==> src/pasd_pkg.sv <==
package pasd_pkg;

    // Register byte addresses on the AXI4-Lite port.
    localparam int              ADDR_W        = 8;
    localparam logic [ADDR_W-1:0] OFF_DEADBAND  = 8'h00;
    localparam logic [ADDR_W-1:0] OFF_SHUTDOWN  = 8'h04;
    localparam logic [ADDR_W-1:0] OFF_MODE      = 8'h08;
    localparam logic [ADDR_W-1:0] OFF_STATUS    = 8'h0c;
    localparam logic [ADDR_W-1:0] ADDR_MASK     = 8'hf3;

    // Reset values of the software registers.
    localparam logic [7:0]      RST_DEADBAND  = 8'h00;
    localparam logic [7:0]      RST_SHUTDOWN  = 8'h00;
    localparam logic [7:0]      RST_MODE      = 8'h00;

    // Output configurations of the PWM steering.
    localparam logic [1:0]      MODE_SINGLE   = 2'h0;
    localparam logic [1:0]      MODE_FULL_FWD = 2'h1;
    localparam logic [1:0]      MODE_HALF     = 2'h2;
    localparam logic [1:0]      MODE_FULL_REV = 2'h3;

    // Shutdown pin states; bit 1 set means tri-state.
    localparam logic [1:0]      SS_LOW        = 2'h0;
    localparam logic [1:0]      SS_HIGH       = 2'h1;
    localparam int              SS_TRI_BIT    = 1;

    // AXI responses.
    localparam logic [1:0]      RESP_OKAY     = 2'h0;
    localparam logic [1:0]      RESP_SLVERR   = 2'h2;

    // Dead-band and restart register.
    typedef struct packed {
        logic       autoRestartEn;
        logic [6:0] deadbandCount;
    } pasd_deadband_t;

    // Auto-shutdown control register.
    typedef struct packed {
        logic       shutdownStatus;
        logic [2:0] shutdownSourceSel;
        logic [1:0] pairAcShutdownState;
        logic [1:0] pairBdShutdownState;
    } pasd_shutdown_t;

    // Mode register: pin output enables (D,C,B,A), polarity (BD,AC), output mode.
    typedef struct packed {
        logic [3:0] pinDirection;
        logic [1:0] outputPolaritySel;
        logic [1:0] outputMode;
    } pasd_mode_t;

    typedef struct packed {
        logic [ADDR_W-1:0] awaddr;
        logic              awvalid;
        logic [31:0]       wdata;
        logic [3:0]        wstrb;
        logic              wvalid;
        logic              bready;
        logic [ADDR_W-1:0] araddr;
        logic              arvalid;
        logic              rready;
    } pasd_axi_req_t;

    typedef struct packed {
        logic              awready;
        logic              wready;
        logic              bvalid;
        logic [1:0]        bresp;
        logic              arready;
        logic              rvalid;
        logic [31:0]       rdata;
        logic [1:0]        rresp;
    } pasd_axi_rsp_t;

    // Pin order is D,C,B,A; oeN low means the pin is driven.
    typedef struct packed {
        logic [3:0] pwmOut;
        logic [3:0] pwmOeN;
    } pasd_pins_t;

    typedef struct packed {
        logic              faultSync1;
        logic              faultSync2;
        logic              cmp1Sync1;
        logic              cmp1Sync2;
        logic              cmp2Sync1;
        logic              cmp2Sync2;
        pasd_deadband_t    deadband;
        pasd_shutdown_t    shutdown;
        pasd_mode_t        mode;
        logic              shutHold;
        logic [6:0]        dbCntA;
        logic [6:0]        dbCntB;
        pasd_pins_t        pins;
        logic              periodFlag;
        logic              awPend;
        logic [ADDR_W-1:0] awAddr;
        logic              wPend;
        logic [7:0]        wData;
        logic              wStrb0;
        pasd_axi_rsp_t     axi;
    } pasd_state_t;

endpackage

==> src/pwm_auto_shutdown_deadband.sv <==
// The address map and the AXI4-Lite interface to the registers were decided locally.
`timescale 1ns/100ps
`default_nettype none

// Summary of operation
// - Auto-shutdown acts only in half-bridge or full-bridge output modes.
// - Three-bit source select picks comparator 1, comparator 2, fault pin, or combinations.
// - A low level on the selected fault input is a shutdown event.
// - Shutdown forces pins to shutdown states at once, not at a period boundary.
// - Pair A/C shutdown state: 00 low, 01 high, 1x tri-state.
// - Pair B/D shutdown state: 00 low, 01 high, 1x tri-state.
// - Hardware sets the status bit on shutdown; set status holds outputs shut.
// - With auto-restart, status stays while the cause lasts, then clears itself.
// - Status set at period start shuts whole period; resume only at next period.
// - Software writes to the status bit are ignored while a cause is active.
// - Comparator causes are levels; status cannot clear while they persist.
// - Software writing 1 to status forces shutdown like a hardware event.
// - Seven-bit count delays each active-going transition of outputs A and B by that many cycles.
// - Dead-band applies only in half-bridge mode, only on inactive-to-active edges.
// - The period flag is raised as each new PWM period begins.
module pwm_auto_shutdown_deadband (
    input  wire logic                   clk,
    input  wire logic                   resetn,
    input  wire pasd_pkg::pasd_axi_req_t axiReq,
    output var  pasd_pkg::pasd_axi_rsp_t axiRsp,
    input  wire logic                   faultInN,
    input  wire logic                   cmp1Out,
    input  wire logic                   cmp2Out,
    input  wire logic                   periodStart,
    input  wire logic [3:0]             pwmRaw,
    output var  pasd_pkg::pasd_pins_t   pins,
    output logic                        periodTimerFlag
);
    import pasd_pkg::*;

    pasd_state_t st;
    pasd_state_t next_st;

    logic        enhanced;
    logic        cause;
    logic        doWrite;
    logic        wrMapped;
    logic        swStatusWr;
    logic        shutOut;
    logic        halfMode;
    logic [3:0]  active;
    logic [3:0]  level;
    logic [7:0]  rdByte;
    logic        rdMapped;

    // Next dead-band count: counts up while the raw output is active, clears when inactive.
    function automatic logic [6:0] dbNext(input logic raw, input logic [6:0] cnt, input logic [6:0] lim);
        logic [6:0] res;
        res = 7'h00;
        if (raw && (cnt < lim)) begin
            res = cnt + 7'h01;
        end else if (raw) begin
            res = cnt;
        end
        return res;
    endfunction

    // An output is active once its raw level has been active for the full count.
    // The caller passes the registered count, so a count of N gives exactly N cycles of delay.
    function automatic logic dbActive(input logic raw, input logic [6:0] cnt, input logic [6:0] lim);
        return raw && (cnt >= lim);
    endfunction

    // Register read decode shared by the read channel.
    function automatic logic [7:0] regRead(input pasd_state_t s, input logic [ADDR_W-1:0] a);
        logic [7:0] res;
        res = 8'h00;
        unique case (a)
            OFF_DEADBAND: res = s.deadband;
            OFF_SHUTDOWN: res = s.shutdown;
            OFF_MODE:     res = s.mode;
            OFF_STATUS:   res = {4'h0, s.shutHold, ~s.faultSync2, s.cmp2Sync2, s.cmp1Sync2};
            default:      res = 8'h00;
        endcase
        return res;
    endfunction

    // Address is mapped when it hits one of the four aligned words.
    function automatic logic isMapped(input logic [ADDR_W-1:0] a);
        return (a & ADDR_MASK) == '0 && a[1:0] == 2'h0;
    endfunction

    // Derived conditions of the current state.
    always_comb begin
        enhanced   = st.mode.outputMode != MODE_SINGLE;
        halfMode   = st.mode.outputMode == MODE_HALF;
        cause      = enhanced && (|(st.shutdown.shutdownSourceSel &
                     {~st.faultSync2, st.cmp2Sync2, st.cmp1Sync2}));
        doWrite    = st.awPend && st.wPend && !st.axi.bvalid;
        wrMapped   = isMapped(st.awAddr);
        swStatusWr = doWrite && st.wStrb0 && (st.awAddr == OFF_SHUTDOWN);
        rdMapped   = isMapped(axiReq.araddr);
        rdByte     = regRead(st, axiReq.araddr);
    end

    // Next-state logic for synchronisers, registers, shutdown, dead-band and bus.
    always_comb begin
        next_st = st;
        shutOut = 1'b0;
        active  = 4'h0;
        level   = 4'h0;

        // Pins from outside pass two flip-flops before use.
        next_st.faultSync1 = faultInN;
        next_st.faultSync2 = st.faultSync1;
        next_st.cmp1Sync1  = cmp1Out;
        next_st.cmp1Sync2  = st.cmp1Sync1;
        next_st.cmp2Sync1  = cmp2Out;
        next_st.cmp2Sync2  = st.cmp2Sync1;

        // Address and data are taken independently and held until both arrive.
        if (axiReq.awvalid && st.axi.awready) begin
            next_st.awPend = 1'b1;
            next_st.awAddr = axiReq.awaddr;
        end
        if (axiReq.wvalid && st.axi.wready) begin
            next_st.wPend  = 1'b1;
            next_st.wData  = axiReq.wdata[7:0];
            next_st.wStrb0 = axiReq.wstrb[0];
        end
        if (st.axi.bvalid && axiReq.bready) begin
            next_st.axi.bvalid = 1'b0;
        end
        if (doWrite) begin
            next_st.awPend     = 1'b0;
            next_st.wPend      = 1'b0;
            next_st.axi.bvalid = 1'b1;
            next_st.axi.bresp  = wrMapped ? RESP_OKAY : RESP_SLVERR;
            if (st.wStrb0) begin
                unique case (st.awAddr)
                    OFF_DEADBAND: next_st.deadband = st.wData;
                    OFF_SHUTDOWN: next_st.shutdown[6:0] = st.wData[6:0];
                    OFF_MODE:     next_st.mode = st.wData;
                    default:      next_st.mode = st.mode;
                endcase
            end
        end

        // Status bit: a live cause wins over any write or automatic clear.
        if (cause) begin
            next_st.shutdown.shutdownStatus = 1'b1;
        end else if (swStatusWr) begin
            next_st.shutdown.shutdownStatus = st.wData[7];
        end else if (st.deadband.autoRestartEn) begin
            next_st.shutdown.shutdownStatus = 1'b0;
        end

        // Hold shutdown from the status edge until a period starts with status clear.
        if (next_st.shutdown.shutdownStatus) begin
            next_st.shutHold = 1'b1;
        end else if (periodStart) begin
            next_st.shutHold = 1'b0;
        end
        shutOut = next_st.shutHold && enhanced;

        // Dead-band on A and B in half-bridge mode only.
        next_st.dbCntA = dbNext(pwmRaw[0], st.dbCntA, st.deadband.deadbandCount);
        next_st.dbCntB = dbNext(pwmRaw[1], st.dbCntB, st.deadband.deadbandCount);
        active = pwmRaw;
        if (halfMode) begin
            active[0] = dbActive(pwmRaw[0], st.dbCntA, st.deadband.deadbandCount);
            active[1] = dbActive(pwmRaw[1], st.dbCntB, st.deadband.deadbandCount);
        end

        // Polarity per pair: bit 0 inverts A and C, bit 1 inverts B and D.
        level = active ^ {st.mode.outputPolaritySel[1], st.mode.outputPolaritySel[0],
                          st.mode.outputPolaritySel[1], st.mode.outputPolaritySel[0]};
        next_st.pins.pwmOut = level;
        next_st.pins.pwmOeN = ~st.mode.pinDirection;
        if (shutOut) begin
            next_st.pins.pwmOut = {st.shutdown.pairBdShutdownState[0], st.shutdown.pairAcShutdownState[0],
                                   st.shutdown.pairBdShutdownState[0], st.shutdown.pairAcShutdownState[0]};
            next_st.pins.pwmOeN = ~st.mode.pinDirection |
                                  {st.shutdown.pairBdShutdownState[SS_TRI_BIT],
                                   st.shutdown.pairAcShutdownState[SS_TRI_BIT],
                                   st.shutdown.pairBdShutdownState[SS_TRI_BIT],
                                   st.shutdown.pairAcShutdownState[SS_TRI_BIT]};
        end

        // Period flag follows the period start by one cycle.
        next_st.periodFlag = periodStart;

        // Read channel: one read at a time, data registered with the answer.
        if (st.axi.rvalid && axiReq.rready) begin
            next_st.axi.rvalid = 1'b0;
        end
        if (axiReq.arvalid && st.axi.arready) begin
            next_st.axi.rvalid = 1'b1;
            next_st.axi.rdata  = {24'h000000, rdByte};
            next_st.axi.rresp  = rdMapped ? RESP_OKAY : RESP_SLVERR;
        end
        next_st.axi.arready = !next_st.axi.rvalid;
        next_st.axi.awready = !next_st.awPend && !next_st.axi.bvalid;
        next_st.axi.wready  = !next_st.wPend && !next_st.axi.bvalid;
    end

    // All state registers; reset clears every field.
    always_ff @(posedge clk) begin
        if (!resetn) begin
            st <= '0;
        end else begin
            st <= next_st;
        end
    end

    // Outputs come straight from the state register.
    assign axiRsp          = st.axi;
    assign pins            = st.pins;
    assign periodTimerFlag = st.periodFlag;
endmodule

`default_nettype wire

==> config.mk <==
export PLATFORM = sky130hd
export DESIGN_NAME = pwm_auto_shutdown_deadband
export DESIGN_NICKNAME = d
export VERILOG_FILES = /design/src/pasd_pkg.sv /design/src/pwm_auto_shutdown_deadband.sv
export SDC_FILE = /design/constraint.sdc
export NUM_CORES = 1
export LEC_CHECK = 0
export BUFFER_PORTS_ARGS = -buffer_cell sky130_fd_sc_hd__buf_2
export CAP_MARGIN = 5
export CORE_UTILIZATION = 53
export CTS_CLUSTER_SIZE = 16
export DETAILED_ROUTE_END_ITERATION = 6
export HOLD_SLACK_MARGIN = 0.08
export PLACE_DENSITY_LB_ADDON = 0.15
export SYNTH_ARGS = -nofsm -noshare
export SYNTH_HDL_FRONTEND = slang
export SYNTH_SLANG_ARGS = --single-unit
==> constraint.sdc <==
create_clock -name clk -period 2.87 [get_ports clk]
set_clock_uncertainty 0.1 [all_clocks]
set_input_delay 0 -clock clk [delete_from_list [all_inputs] [get_ports clk]]
set_output_delay 0 -clock clk [all_outputs]
set_load 0.02 [all_outputs]
==> flow_results.org, run 1 <==
** Power and ir drop
- For this design the ratio of total power to cell area is around 450 mW/mm^2.
- Across the VDD grid, the largest voltage drop is around 0.00027 V.
- Overall power of the completed layout :: about 2.3 mW
- The analysis attributes to cell leakage a power of a little over 2 nW.

** Synthesis
- After synthesis, the mean cell area works out to roughly 9.3 um^2.
- For this run, the number of Yosys warnings is 0.
- Dominant cell by count in the synthesized netlist :: sky130_fd_sc_hd__dfxtp_1
- Sequential elements use between 40 and 50% of the synthesized area.
- Async S/R FF share, synth :: 0%
- In this run the cell area of the synthesized design comes to ~0.0043 mm^2.
- Number of enable flip-flop cells after synthesis :: 0
- Most common library cells after synthesis :: sky130_fd_sc_hd__dfxtp_1 (88), sky130_fd_sc_hd__nand2_1 (55), sky130_fd_sc_hd__buf_4 (49)
- Synthesis handed over a netlist of 463 instances.
- Area share of the leading cell type in the synthesized netlist :: 40.8%
- Flop and latch count out of synthesis :: 88
- Among all flip-flop cells after synthesis, the most frequent one is sky130_fd_sc_hd__dfxtp_1.
- In this run, distinct cell masters in the synthesized netlist total 46.
- Post-synthesis cell type with the largest combined area :: sky130_fd_sc_hd__dfxtp_1
- Main area contributors after synthesis :: sky130_fd_sc_hd__dfxtp_1 (41%), sky130_fd_sc_hd__buf_4 (8.5%), sky130_fd_sc_hd__mux2i_1 (6.3%)

** Timing
- At the pin with the least slew margin, the transition time is between 0.8 and 0.9 ns.
- Derived from the worst setup path, the maximum achievable clock frequency is 429 MHz.
- Final Slew Violations :: 0
- Adding up every negative setup slack in the final design gives 0 ns.
- Setup repair after global routing left no endpoint under its margin.
- Worst relative slew slack :: between 40% and 50%
- After layout, the worst path uses between 80 and 90% of the clock period.
- The worst path needs approximately 2.3 ns of the cycle, external delays included.
- The number of hold violations in the final report is 0.
- Setup violations remaining at the end of the flow were counted as 0.

** Detailed routing
- The first detailed-routing pass ran for 5 iterations.
- Average wire per cell in the routed design :: about 14 um
- Total DRC errors in the routed layout :: 0
- Once detail routing completed, the nets flagged for antenna violations numbered 0.
- Using the TritonRoute via totals, the vias-per-cell ratio works out to between 5 and 6.
- The first routing iteration left between 100 and 150 violations.
- Summed over all layers, the routed wires come to 8950 um.
- The final route contains 3,359 vias.

** Worst setup path
- Kind of end point of the critical path :: flip-flop
- The worst register-to-register path has a setup slack of 0.54 ns.
- STA classifies the critical path startpoint as a flip-flop.
- In this run the critical register-to-register path is launched from st[102]$_SDFFE_PN0P_.
- At the worst endpoint, the required time is approximately 3.0 ns.
- Worst Path Class, Setup :: flip-flop to flip-flop
- The worst register-to-register path has a depth of 7.
- Max Fanout on Critical Path :: 7
- The worst register-to-register path ends at st[82]$_SDFFE_PN0P_.
- STA puts the critical path data arrival time at between 2 and 2.5 ns.

** CTS
- Clock latency of the later-clocked register in the worst-skew pair :: 0.36 ns
- Buffers inserted during clock tree synthesis total 9.
- TritonCTS built the clock tree.
- Clock-pin slew was measured on the worst setup and hold paths at ~0.10 ns.
- CTS max path bufs :: 2
- Sinks on the clock net :: 88
- CTS HTree Levels :: 3
- In this run, post-CTS repair resized a total of 0 instances.
- Clk root buf :: sky130_fd_sc_hd__clkbuf_8

** Min path
- Endpoint, Worst Hold :: axiRsp[37]$_SDFFE_PN0N_
- The worst hold path begins at resetn.
- The worst hold path belongs to the class primary input to flip-flop.
- Counting instances, the worst hold path has a depth of 2.

** Global routing
- Final global-route overflow total :: 0
- Entering global routing, the biggest net connects 56 pins.
- Global-route usage over all layers :: between 20 and 25%
- First-pass GRT wire length :: 15,000 um
- The number of antenna violations at the first check in global routing was 0.
- The via count of the first global-routing pass is 3,142.

** Floorplanning
- Die outline height :: between 90 and 100 um
- Floorplan die width :: 92.2 um
- Row generation in the floorplan step produced 32 rows.
- Effective utilization at floorplan :: between 50% and 60%
- Area of the die :: around 0.0085 mm^2
- The floorplan step defined a core boundary enclosing ~0.0078 mm^2.
- Pin placement for this block handled between 100 and 150 I/O pins.

** Final layout
- Syn-to-layout area delta :: 18.8%
- 0 antenna diodes ended up in the layout.
- After the last flow step, the layout net total stands at approximately 630.
- Share of post-route cells with drive strength above 1 :: around 17%

** Placed design
- Post-detail-place hpwl :: between 6000 and 7000 um
- Final GP Congestion :: 0.875
- Input and output buffers added on the ports amount to 63.

** Run
- Across the run, the number of max-cap violations was 0.

** Outcome
- The flow ran to the end, and the final reports show no timing, DRC or antenna violations.
## logic make-up (layout without fill, tap and decap cells)
logic type	Yosys count	count (layout)	share of synthesized area, %
simple gates	173	173	22.2
flops	88	88	40.8
buf+inv	73	141	10.6
xor+xnor	14	14	2.84
other cells	1	26	0.0869
compound gates	67	67	10.4
mux	31	31	8.36
fa+ha+maj	16	16	4.64
## critical path, cell delays in order (launching register included)
cell	delay [ns]
sky130_fd_sc_hd__dfxtp_1	0.37
sky130_fd_sc_hd__inv_1	0.09
sky130_fd_sc_hd__ha_1	0.32
sky130_fd_sc_hd__a21oi_1	0.16
sky130_fd_sc_hd__a21oi_1	0.18
sky130_fd_sc_hd__nor4b_1	0.63
sky130_fd_sc_hd__a31oi_1	0.17
sky130_fd_sc_hd__a41o_1	0.22
## how the worst max path moves through the flow
| stage | start | endpoint | slack, ns | cells past startpoint |
|---|---|---|---|---|
| after floorplan | st[102]$_SDFFE_PN0P_ | st[82]$_SDFFE_PN0P_ | 0.86 | 7 |
| after global placement | st[106]$_SDFFE_PN0P_ | st[82]$_SDFFE_PN0P_ | 0.62 | 7 |
| after detailed placement | st[106]$_SDFFE_PN0P_ | st[82]$_SDFFE_PN0P_ | 0.58 | 7 |
| after CTS | st[102]$_SDFFE_PN0P_ | st[82]$_SDFFE_PN0P_ | 0.56 | 7 |
| after global routing | st[102]$_SDFFE_PN0P_ | st[82]$_SDFFE_PN0P_ | 0.34 | 7 |
| final | st[102]$_SDFFE_PN0P_ | st[82]$_SDFFE_PN0P_ | 0.54 | 7 |
## layout make-up
cell class	instances	area, um^2
fillers	675	2680
multi-input cells	327	2190
flip-flops and latches	88	1760
repair buffers	115	833
clock buffers	10	128
well taps	102	128
clock inverters	6	50.0
inverters	10	37.5
## what timing repair did
action	CTS	global route
buffers inserted	0	0
hold buffers	51	0
endpoints found under the hold margin	55	0
## stage by stage
step                      cell area [um^2]  setup WS (ns)  cells  hold WS (ns)  util (%)
after floorplan                       4410          0.859    488        0.0217         -
after global placement                4440          0.616    591         0.110      56.8
after detailed placement              4440          0.578    591         0.111      56.8
after CTS                             5120          0.558    658         0.146      65.6
after global routing                  5120          0.341    658         0.201      65.6
final                                 5120          0.537    658         0.163      65.6
## power by group
group	switching (mW)	leakage [nW]	total [mW]	internal, mW
Clock	0.463	0.0839	0.789	0.326
Combinational	0.131	1.26	0.243	0.113
Sequential	0.0241	0.716	1.28	1.25
## metal layers
layer,global-route usage [%],vias to the layer above,share of wire [%]
met5,0,-,0
met4,8.46,0,0.76
met3,3.57,5,4.7
met2,36.3,93,47
met1,30.2,1568,48
li1,-,1693,-
## placed cells by master, fill, tap and decap left out, drive strengths merged, types with 3 or more instances in the layout
master        n
buf          64
a22oi         8
ha           16
nand2b        5
a21boi       24
mux4          4
o21ai        10
nand3b        3
conb         26
clkbuf       10
nor4          7
dlygate4sd3  51
xnor2        12
inv          13
nor3b         3
a21oi        15
dfxtp        88
nor2         22
mux2i        27
nor3          4
nand4         6
nand2        57
nand3         9
and2          9
nor2b        36
## registers in the layout, summed over array words and instances, names as in the netlist
signal and flops:
st 61, axiRsp 15, pins 8, next_st 3
periodTimerFlag 1
(Power assumes the default switching activity.)
==> run 2: changes to the inputs <==
==> constraint.sdc (replaced) <==
create_clock -name clk -period 2.3 [get_ports clk]
set_clock_uncertainty 0.1 [all_clocks]
set_input_delay 0 -clock clk [delete_from_list [all_inputs] [get_ports clk]]
set_output_delay 0 -clock clk [all_outputs]
set_load 0.02 [all_outputs]
==> run 2 against run 1 <==
Against the previous run: routed wire length increased by 2.1%; fmax increased by 9.7%; final cell count increased by 1.1%; flip-flop and latch count unchanged.
==> flow_results.org, run 2 (synthesized netlist as in run 1, its figures left out) <==
** Outcome
- The flow ran to the end, and the final reports show no timing, DRC or antenna violations.

** Final layout
- The register with the most flip-flops in the layout has a little over 60 of them.
- The top cell types in the final layout, fill and taps aside, are sky130_fd_sc_hd__dfxtp_1 (88), sky130_fd_sc_hd__buf_2 (63), sky130_fd_sc_hd__nand2_1 (55).
- Of the cells placed in the final design, the portion with a size suffix greater than 1 is between 10% and 20%.
- Syn-to-layout area delta :: 20.3%
- Storage element area :: between 0.0015 and 0.002 mm^2
- Final core utilization :: between 60 and 70%
- In the final design database the tool counted 641 nets.
- The multi-input combinational cells in the finished layout cover a total of 0.00220 mm^2.
- Largest reg by FF count :: st
- 0 antenna diodes ended up in the layout.
- Fillers :: roughly 640
- Leaving out fill and tap cells, the most frequent cell in the layout is sky130_fd_sc_hd__dfxtp_1.

** Global routing
- Summed over all layers, the global routing overflow is 0.
- The via count of the first global-routing pass is approximately 3,300.
- Global-route usage over all layers :: between 20% and 30%
- First-pass GRT wire length :: 15,200 um
- Entering global routing, the biggest net connects 27 pins.
- The number of antenna violations at the first check in global routing came to 0.

** CTS
- At the later pin of the worst-skew pair, clock insertion delay measures around 0.35 ns.
- TritonCTS built the clock tree.
- No sink is reached through more buffers than the 2 on the longest clock path.
- Num CTS Buffers :: 9
- CTS clk-pin slew, worst paths :: ~0.1 ns
- CTS HTree Levels :: 3
- CTS saw slightly below 90 sinks.
- Clk root buf :: sky130_fd_sc_hd__clkbuf_8

** Timing
- Unrepaired setup endpoints after global routing :: no
- Number of hold violations in the final report :: 0
- After layout, the worst path uses 92.5% of the clock period.
- Highest achievable clock rate :: between 400 and 500 MHz
- For the pin with the worst max-slew slack, the measured transition is 0.558 ns.
- Total Negative Setup Slacks :: 0 ns
- Final-report setup violation count :: 0
- Worst relative slew slack :: between 60% and 70%
- Worst hold slack :: roughly 0.11 ns
- Clock period minus worst slack :: roughly 2.1 ns
- Final Slew Violations :: 0

** Worst setup path
- Data on the critical path is required at its endpoint by between 2 and 2.5 ns.
- Worst Path Class, Setup :: flip-flop to flip-flop
- Kind of end point of the critical path :: flip-flop
- Delay of the slowest critical-path stage :: around 0.47 ns
- Library cell contributing the largest single delay on the critical path :: sky130_fd_sc_hd__a21oi_1
- Crit path cell chain :: inv_1, ha_1, nand4_1, a21oi_1, nor4b_2, buf_4, a41o_1
- Crit path DAT :: 2.28 ns
- Crit start category :: flip-flop
- Max Fanout on Critical Path :: 7

** Power and ir drop
- Cell Pwr Density :: approximately 550 mW/mm^2
- Worst ir drop on vdd :: 0.000315 V
- Overall power of the completed layout :: between 2 and 3 mW
- Leak :: approximately 2.1 nW

** Detailed routing
- After detailed routing, the number of vias per cell comes to between 5 and 6.
- In the final routed layout, each cell accounts on average for about 14 um.
- Detailed-routing iteration count for the pre-antenna-repair pass :: 4
- Residual antenna-violating net count after detailed routing :: 0
- Vias :: roughly 3,400
- In this run, the number of DRC markers left after iteration 0 of detailed routing was between 100 and 150.
- After detailed routing, the number of remaining DRC violations is 0.
- Total Routed Length :: slightly above 9000 um

** Placed design
- Final GP Congestion :: roughly 0.86
- Post-detail-place hpwl :: between 6000 and 7000 um
- Input/output buffers :: 63

** Floorplanning
- Die outline height :: approximately 90 um
- between 100 and 150 I/O pins were placed.
- Area of the die :: about 0.0085 mm^2
- For this configuration, the core starts out at a cell density of 55.2%.
- The floorplan has 32 rows.
- The die is 92.2 um wide.
- The core region is around 0.008 mm^2.

** Run
- Max Cap Viol :: 0

** Min path
- Min-Delay Path Class :: primary input to flip-flop
[run 2: cell types whose count changed in the layout (fill, tap and decap cells not counted), sizes merged]
cell and delta:
clkinvlp +1, buf +7, inv -2, clkinv +1
[run 2: metrics by stage]
stage	setup slack [ns]	area, um^2	instances
final	0.174	5190	665
after detailed placement	0.177	4490	598
after CTS	0.134	5170	665
after global placement	0.193	4490	598
after floorplan	0.289	4410	488
after global routing	0.00828	5190	665
[run 2: critical path, delay by kind of cell, from the launching register on]
family	cells	cell delay, ns
adder cells (fa/ha/maj)	1	0.32
flip-flops	1	0.39
buffers and inverters	2	0.26
AO/OA/AOI/OAI	2	0.68
AND/OR/NAND/NOR	2	0.27
[run 2: worst paths after layout]
check,slack [ns],end,cells past startpoint,from
worst max-delay path,0.17,st[82]$_SDFFE_PN0P_,7,st[106]$_SDFFE_PN0P_
worst max register to register,0.17,st[82]$_SDFFE_PN0P_,7,st[106]$_SDFFE_PN0P_
worst min-delay path,0.11,axiRsp[9]$_SDFFE_PN0P_,4,axiReq[4]
worst min register to register,0.34,st[112]$_SDFF_PN0_,1,next_st[112]$_SDFF_PN0_
[run 2: repair_timing]
item / CTS / global route
endpoints found under the hold margin: 63 / 1
hold buffers: 51 / 1
buffers inserted: 0 / 0
resized for setup: 0 / 3
setup endpoints to repair: 0 / 12
[run 2: power by group]
part           internal (mW)  switching (mW)
combinational          0.143           0.164
sequential              1.56          0.0307
clock                  0.397           0.569
total                   2.10           0.764
[run 2: metal layers]
| layer | routed length, um | vias to the layer above | GRT usage, % |
|---|---|---|---|
| met4 | 97 | 0 | 7.16 |
| li1 | - | 1708 | - |
| met5 | 0 | - | 0 |
| met2 | 4390 | 102 | 38.9 |
| met3 | 436 | 9 | 3.57 |
| met1 | 4220 | 1545 | 29.6 |
[run 2: cell type report]
cell class / count / area share, %
repair buffers: 122 / 17.1
clock buffers: 10 / 2.46
well taps: 102 / 2.46
multi-input cells: 327 / 42.5
clock inverters: 6 / 0.868
flip-flops and latches: 88 / 34.0
inverters: 10 / 0.723
==> run 3: changes to the inputs <==
--- a/config.mk
+++ b/config.mk
@@ -7,7 +7,8 @@
 export LEC_CHECK = 0
 export BUFFER_PORTS_ARGS = -buffer_cell sky130_fd_sc_hd__buf_2
 export CAP_MARGIN = 5
-export CORE_UTILIZATION = 53
+export CORE_UTILIZATION = 54
+export CTS_BUF_LIST = sky130_fd_sc_hd__clkbuf_4 sky130_fd_sc_hd__clkbuf_8
 export CTS_CLUSTER_SIZE = 16
 export DETAILED_ROUTE_END_ITERATION = 6
 export HOLD_SLACK_MARGIN = 0.08
==> run 3 against run 2 <==
Against the previous run: worst setup slack got worse by 0.0018 ns; critical path depth stayed put; die area down 1.8%; largest power group unchanged.
==> flow_results.org, run 3 (synthesized netlist as in run 1, its figures left out) <==
** Global routing
- Entering global routing, the biggest net connects 30 pins.
- Global routing used approximately 23% of the available tracks.
- The total overflow left after global routing is 0.
- The number of antenna violations at the first check in global routing came to 0.
- The first global-routing pass estimated between 15,000 and 20,000 um of wire.
- The via count of the first global-routing pass is around 3,100.

** Power and ir drop
- Internal power :: roughly 2.2 mW
- In this run the power density over the cells is roughly 560 mW/mm^2.
- Worst ir drop on vdd :: between 0.0004 and 0.0005 V
- Net switching is about a quarter of the power.
- Part of the power in the clock network :: about a third
- Sequential cell fraction of total power :: approximately 54%
- Leak :: around 2.1 nW
- Portion of total power attributed to combinational logic :: 10.6%
- Summed over all nets, the switching power comes to 0.721 mW.

** CTS
- CTS clk-pin slew, worst paths :: approximately 0.08 ns
- The clock passes through at most 2 buffers.
- Clock latency of the later-clocked register in the worst-skew pair :: ~0.35 ns
- Clock tree synthesis selected as its root buffer the cell sky130_fd_sc_hd__clkbuf_8.
- Counting the buffers created by CTS gives 9.
- CTS HTree Levels :: 3
- Clock tree from TritonCTS :: done
- CTS saw 88 sinks.

** Outcome
- Run status :: complete, no violations

** Timing
- Setup repair after global routing left no endpoint under its margin.
- Highest achievable clock rate :: 470 MHz
- Final Slew Violations :: 0
- Total Negative Setup Slacks :: 0 ns
- At the pin with the least slew margin, the transition time is roughly 0.54 ns.
- The tightest hold path in the finished design has a slack of between 0.1 and 0.15 ns.
- Setup violations remaining at the end of the flow were counted as 0.
- Worst relative slew slack :: ~64%
- The number of hold violations in the final report came to 0.
- Share of the clock period used by the worst path after layout :: around 93%
- Clock period minus worst slack :: approximately 2.1 ns

** Worst setup path
- Worst Path Class, Setup :: flip-flop to flip-flop
- In this run the critical register-to-register path is captured at pins[5]$_SDFF_PN0_.
- The worst register-to-register path begins at st[106]$_SDFFE_PN0P_.
- Data on the critical path is required at its endpoint by 2.42 ns.
- The worst setup path is launched from a flip-flop.
- Worst setup path startpoint :: st[106]$_SDFFE_PN0P_
- In this run the register-to-register setup slack is 0.17 ns.
- For the worst setup path, the data arrival time is ~2.3 ns.
- Kind of end point of the critical path :: flip-flop
- Max Fanout on Critical Path :: 7
- The worst register-to-register path has a depth of 7.

** Placed design
- The wire-length estimate of the detail-placed layout is about 6100 um.
- After detailed placement, the total cell area comes to 0.00450 mm^2.
- Input/output buffers :: between 60 and 70
- Final GP Congestion :: between 0.9 and 1

** Final layout
- Area of all placed cells without fillers :: 0.00524 mm^2
- After the last flow step, the layout net total stands at around 650.
- From synthesis to final layout, the design area changed by 21.5%.
- More flip-flops sit in one register than any other, and that register is st.
- Cells with a size suffix above 1 make up between 10% and 20% of the layout.
- Most common cell after layout, fill and taps aside :: sky130_fd_sc_hd__dfxtp_1
- Largest register FFs :: slightly above 60
- Leaving out fill and tap cells, the most frequent cells in the layout are sky130_fd_sc_hd__dfxtp_1 (88), sky130_fd_sc_hd__buf_2 (63), sky130_fd_sc_hd__dlygate4sd3_1 (55).
- Antenna Cells :: 0
- Cells fill about two thirds of the core in the end.

** Detailed routing
- Total Routed Length :: between 9000 and 10,000 um
- Average vias per placed instance :: roughly 5.1
- Total DRC errors in the routed layout :: 0
- Vias :: 3,391
- The first TritonRoute pass finished after 4 iterations.
- Number of DRC markers after the initial detailed-route iteration :: approximately 130
- Residual antenna-violating net count after detailed routing :: 0
- In the final routed layout, each cell accounts on average for 13.7 um.

** Floorplanning
- Effective utilization at floorplan :: between 50% and 60%
- The initialized floorplan defines 32 standard-cell rows.
- Die outline height :: ~91 um
- Floorplan die width :: 91.4 um
- The floorplan step defined a die boundary enclosing around 0.0083 mm^2.
- Top-Level Pins :: 117
- The floorplan step defined a core boundary enclosing between 0.007 and 0.008 mm^2.

** Min path
- The worst hold path begins at axiReq[4].
- The worst hold path terminates at axiRsp[9]$_SDFFE_PN0P_.
- Hold path cells :: 4
- The min-delay analysis places its worst path in the category primary input to flip-flop.

** Run
- Across the run, the number of max-cap violations was 0.
==> run 3: cell types whose count changed in the layout (fill, tap and decap cells not counted), sizes merged <==
cell         previous run  this run
buf                    71        72
bufinv                  0         1
clkinvlp                3         1
dlygate4sd3            51        55
inv                    11        10
==> run 3: how the worst max path moves through the flow <==
stage,slack (ns),depth (start not counted),to
floorplan,0.29,7,st[82]$_SDFFE_PN0P_
global placement,0.21,8,st[80]$_SDFFE_PN0P_
detailed placement,0.13,7,st[82]$_SDFFE_PN0P_
CTS,0.11,7,st[82]$_SDFFE_PN0P_
global route,0.01,7,pins[5]$_SDFF_PN0_
finish,0.17,7,pins[5]$_SDFF_PN0_
==> run 3: per-layer routing <==
metal | routed length, um | up-vias | global-route usage (%)
met5 | 0 | - | 0
met4 | 80 | 0 | 6.48
met3 | 373 | 5 | 5.19
met2 | 4270 | 94 | 37.3
met1 | 4420 | 1572 | 31.3
li1 | - | 1720 | -
==> run 3: power by group through the flow <==
| stage | Clock (mW) | Sequential, mW | Combinational, mW |
|---|---|---|---|
| final | 1.03 | 1.59 | 0.310 |
| after floorplan | 0 | 1.62 | 0.222 |
| after CTS | 1.04 | 1.59 | 0.304 |
| after detailed placement | 0 | 1.63 | 0.238 |
| after global placement | 0 | 1.63 | 0.237 |
| after global routing | 1.11 | 1.60 | 0.340 |
==> run 3: area by class of cell <==
type / instances / area (um^2)
inverters: 10 / 37.5
clock buffers: 10 / 131
repair buffers: 127 / 933
flip-flops and latches: 88 / 1760
clock inverters: 4 / 47.5
multi-input cells: 327 / 2200
well taps: 102 / 128
fillers: 614 / 2490
==> run 3: timing repair <==
action                                  CTS  global route
endpoints found under the hold margin    59             0
hold buffers                             55             0
buffers inserted                          0             0
endpoints found under the setup margin    0             5
resized for setup                         0             3
==> run 3: worst max-delay path, stage by stage, from the launching register on <==
cell,delay [ns]
sky130_fd_sc_hd__dfxtp_1,0.38
sky130_fd_sc_hd__inv_1,0.09
sky130_fd_sc_hd__ha_1,0.31
sky130_fd_sc_hd__a21oi_1,0.16
sky130_fd_sc_hd__o21ai_1,0.21
sky130_fd_sc_hd__o31ai_1,0.49
sky130_fd_sc_hd__xor2_1,0.19
sky130_fd_sc_hd__a21oi_1,0.08
==> run 3: per-stage QoR <==
stage | setup slack, ns | power [mW] | std cells
after floorplan | 0.289 | 1.84 | 488
after global placement | 0.211 | 1.86 | 599
after detailed placement | 0.131 | 1.86 | 599
after CTS | 0.106 | 2.93 | 668
after global routing | 0.0134 | 3.05 | 668
final | 0.172 | 2.93 | 668
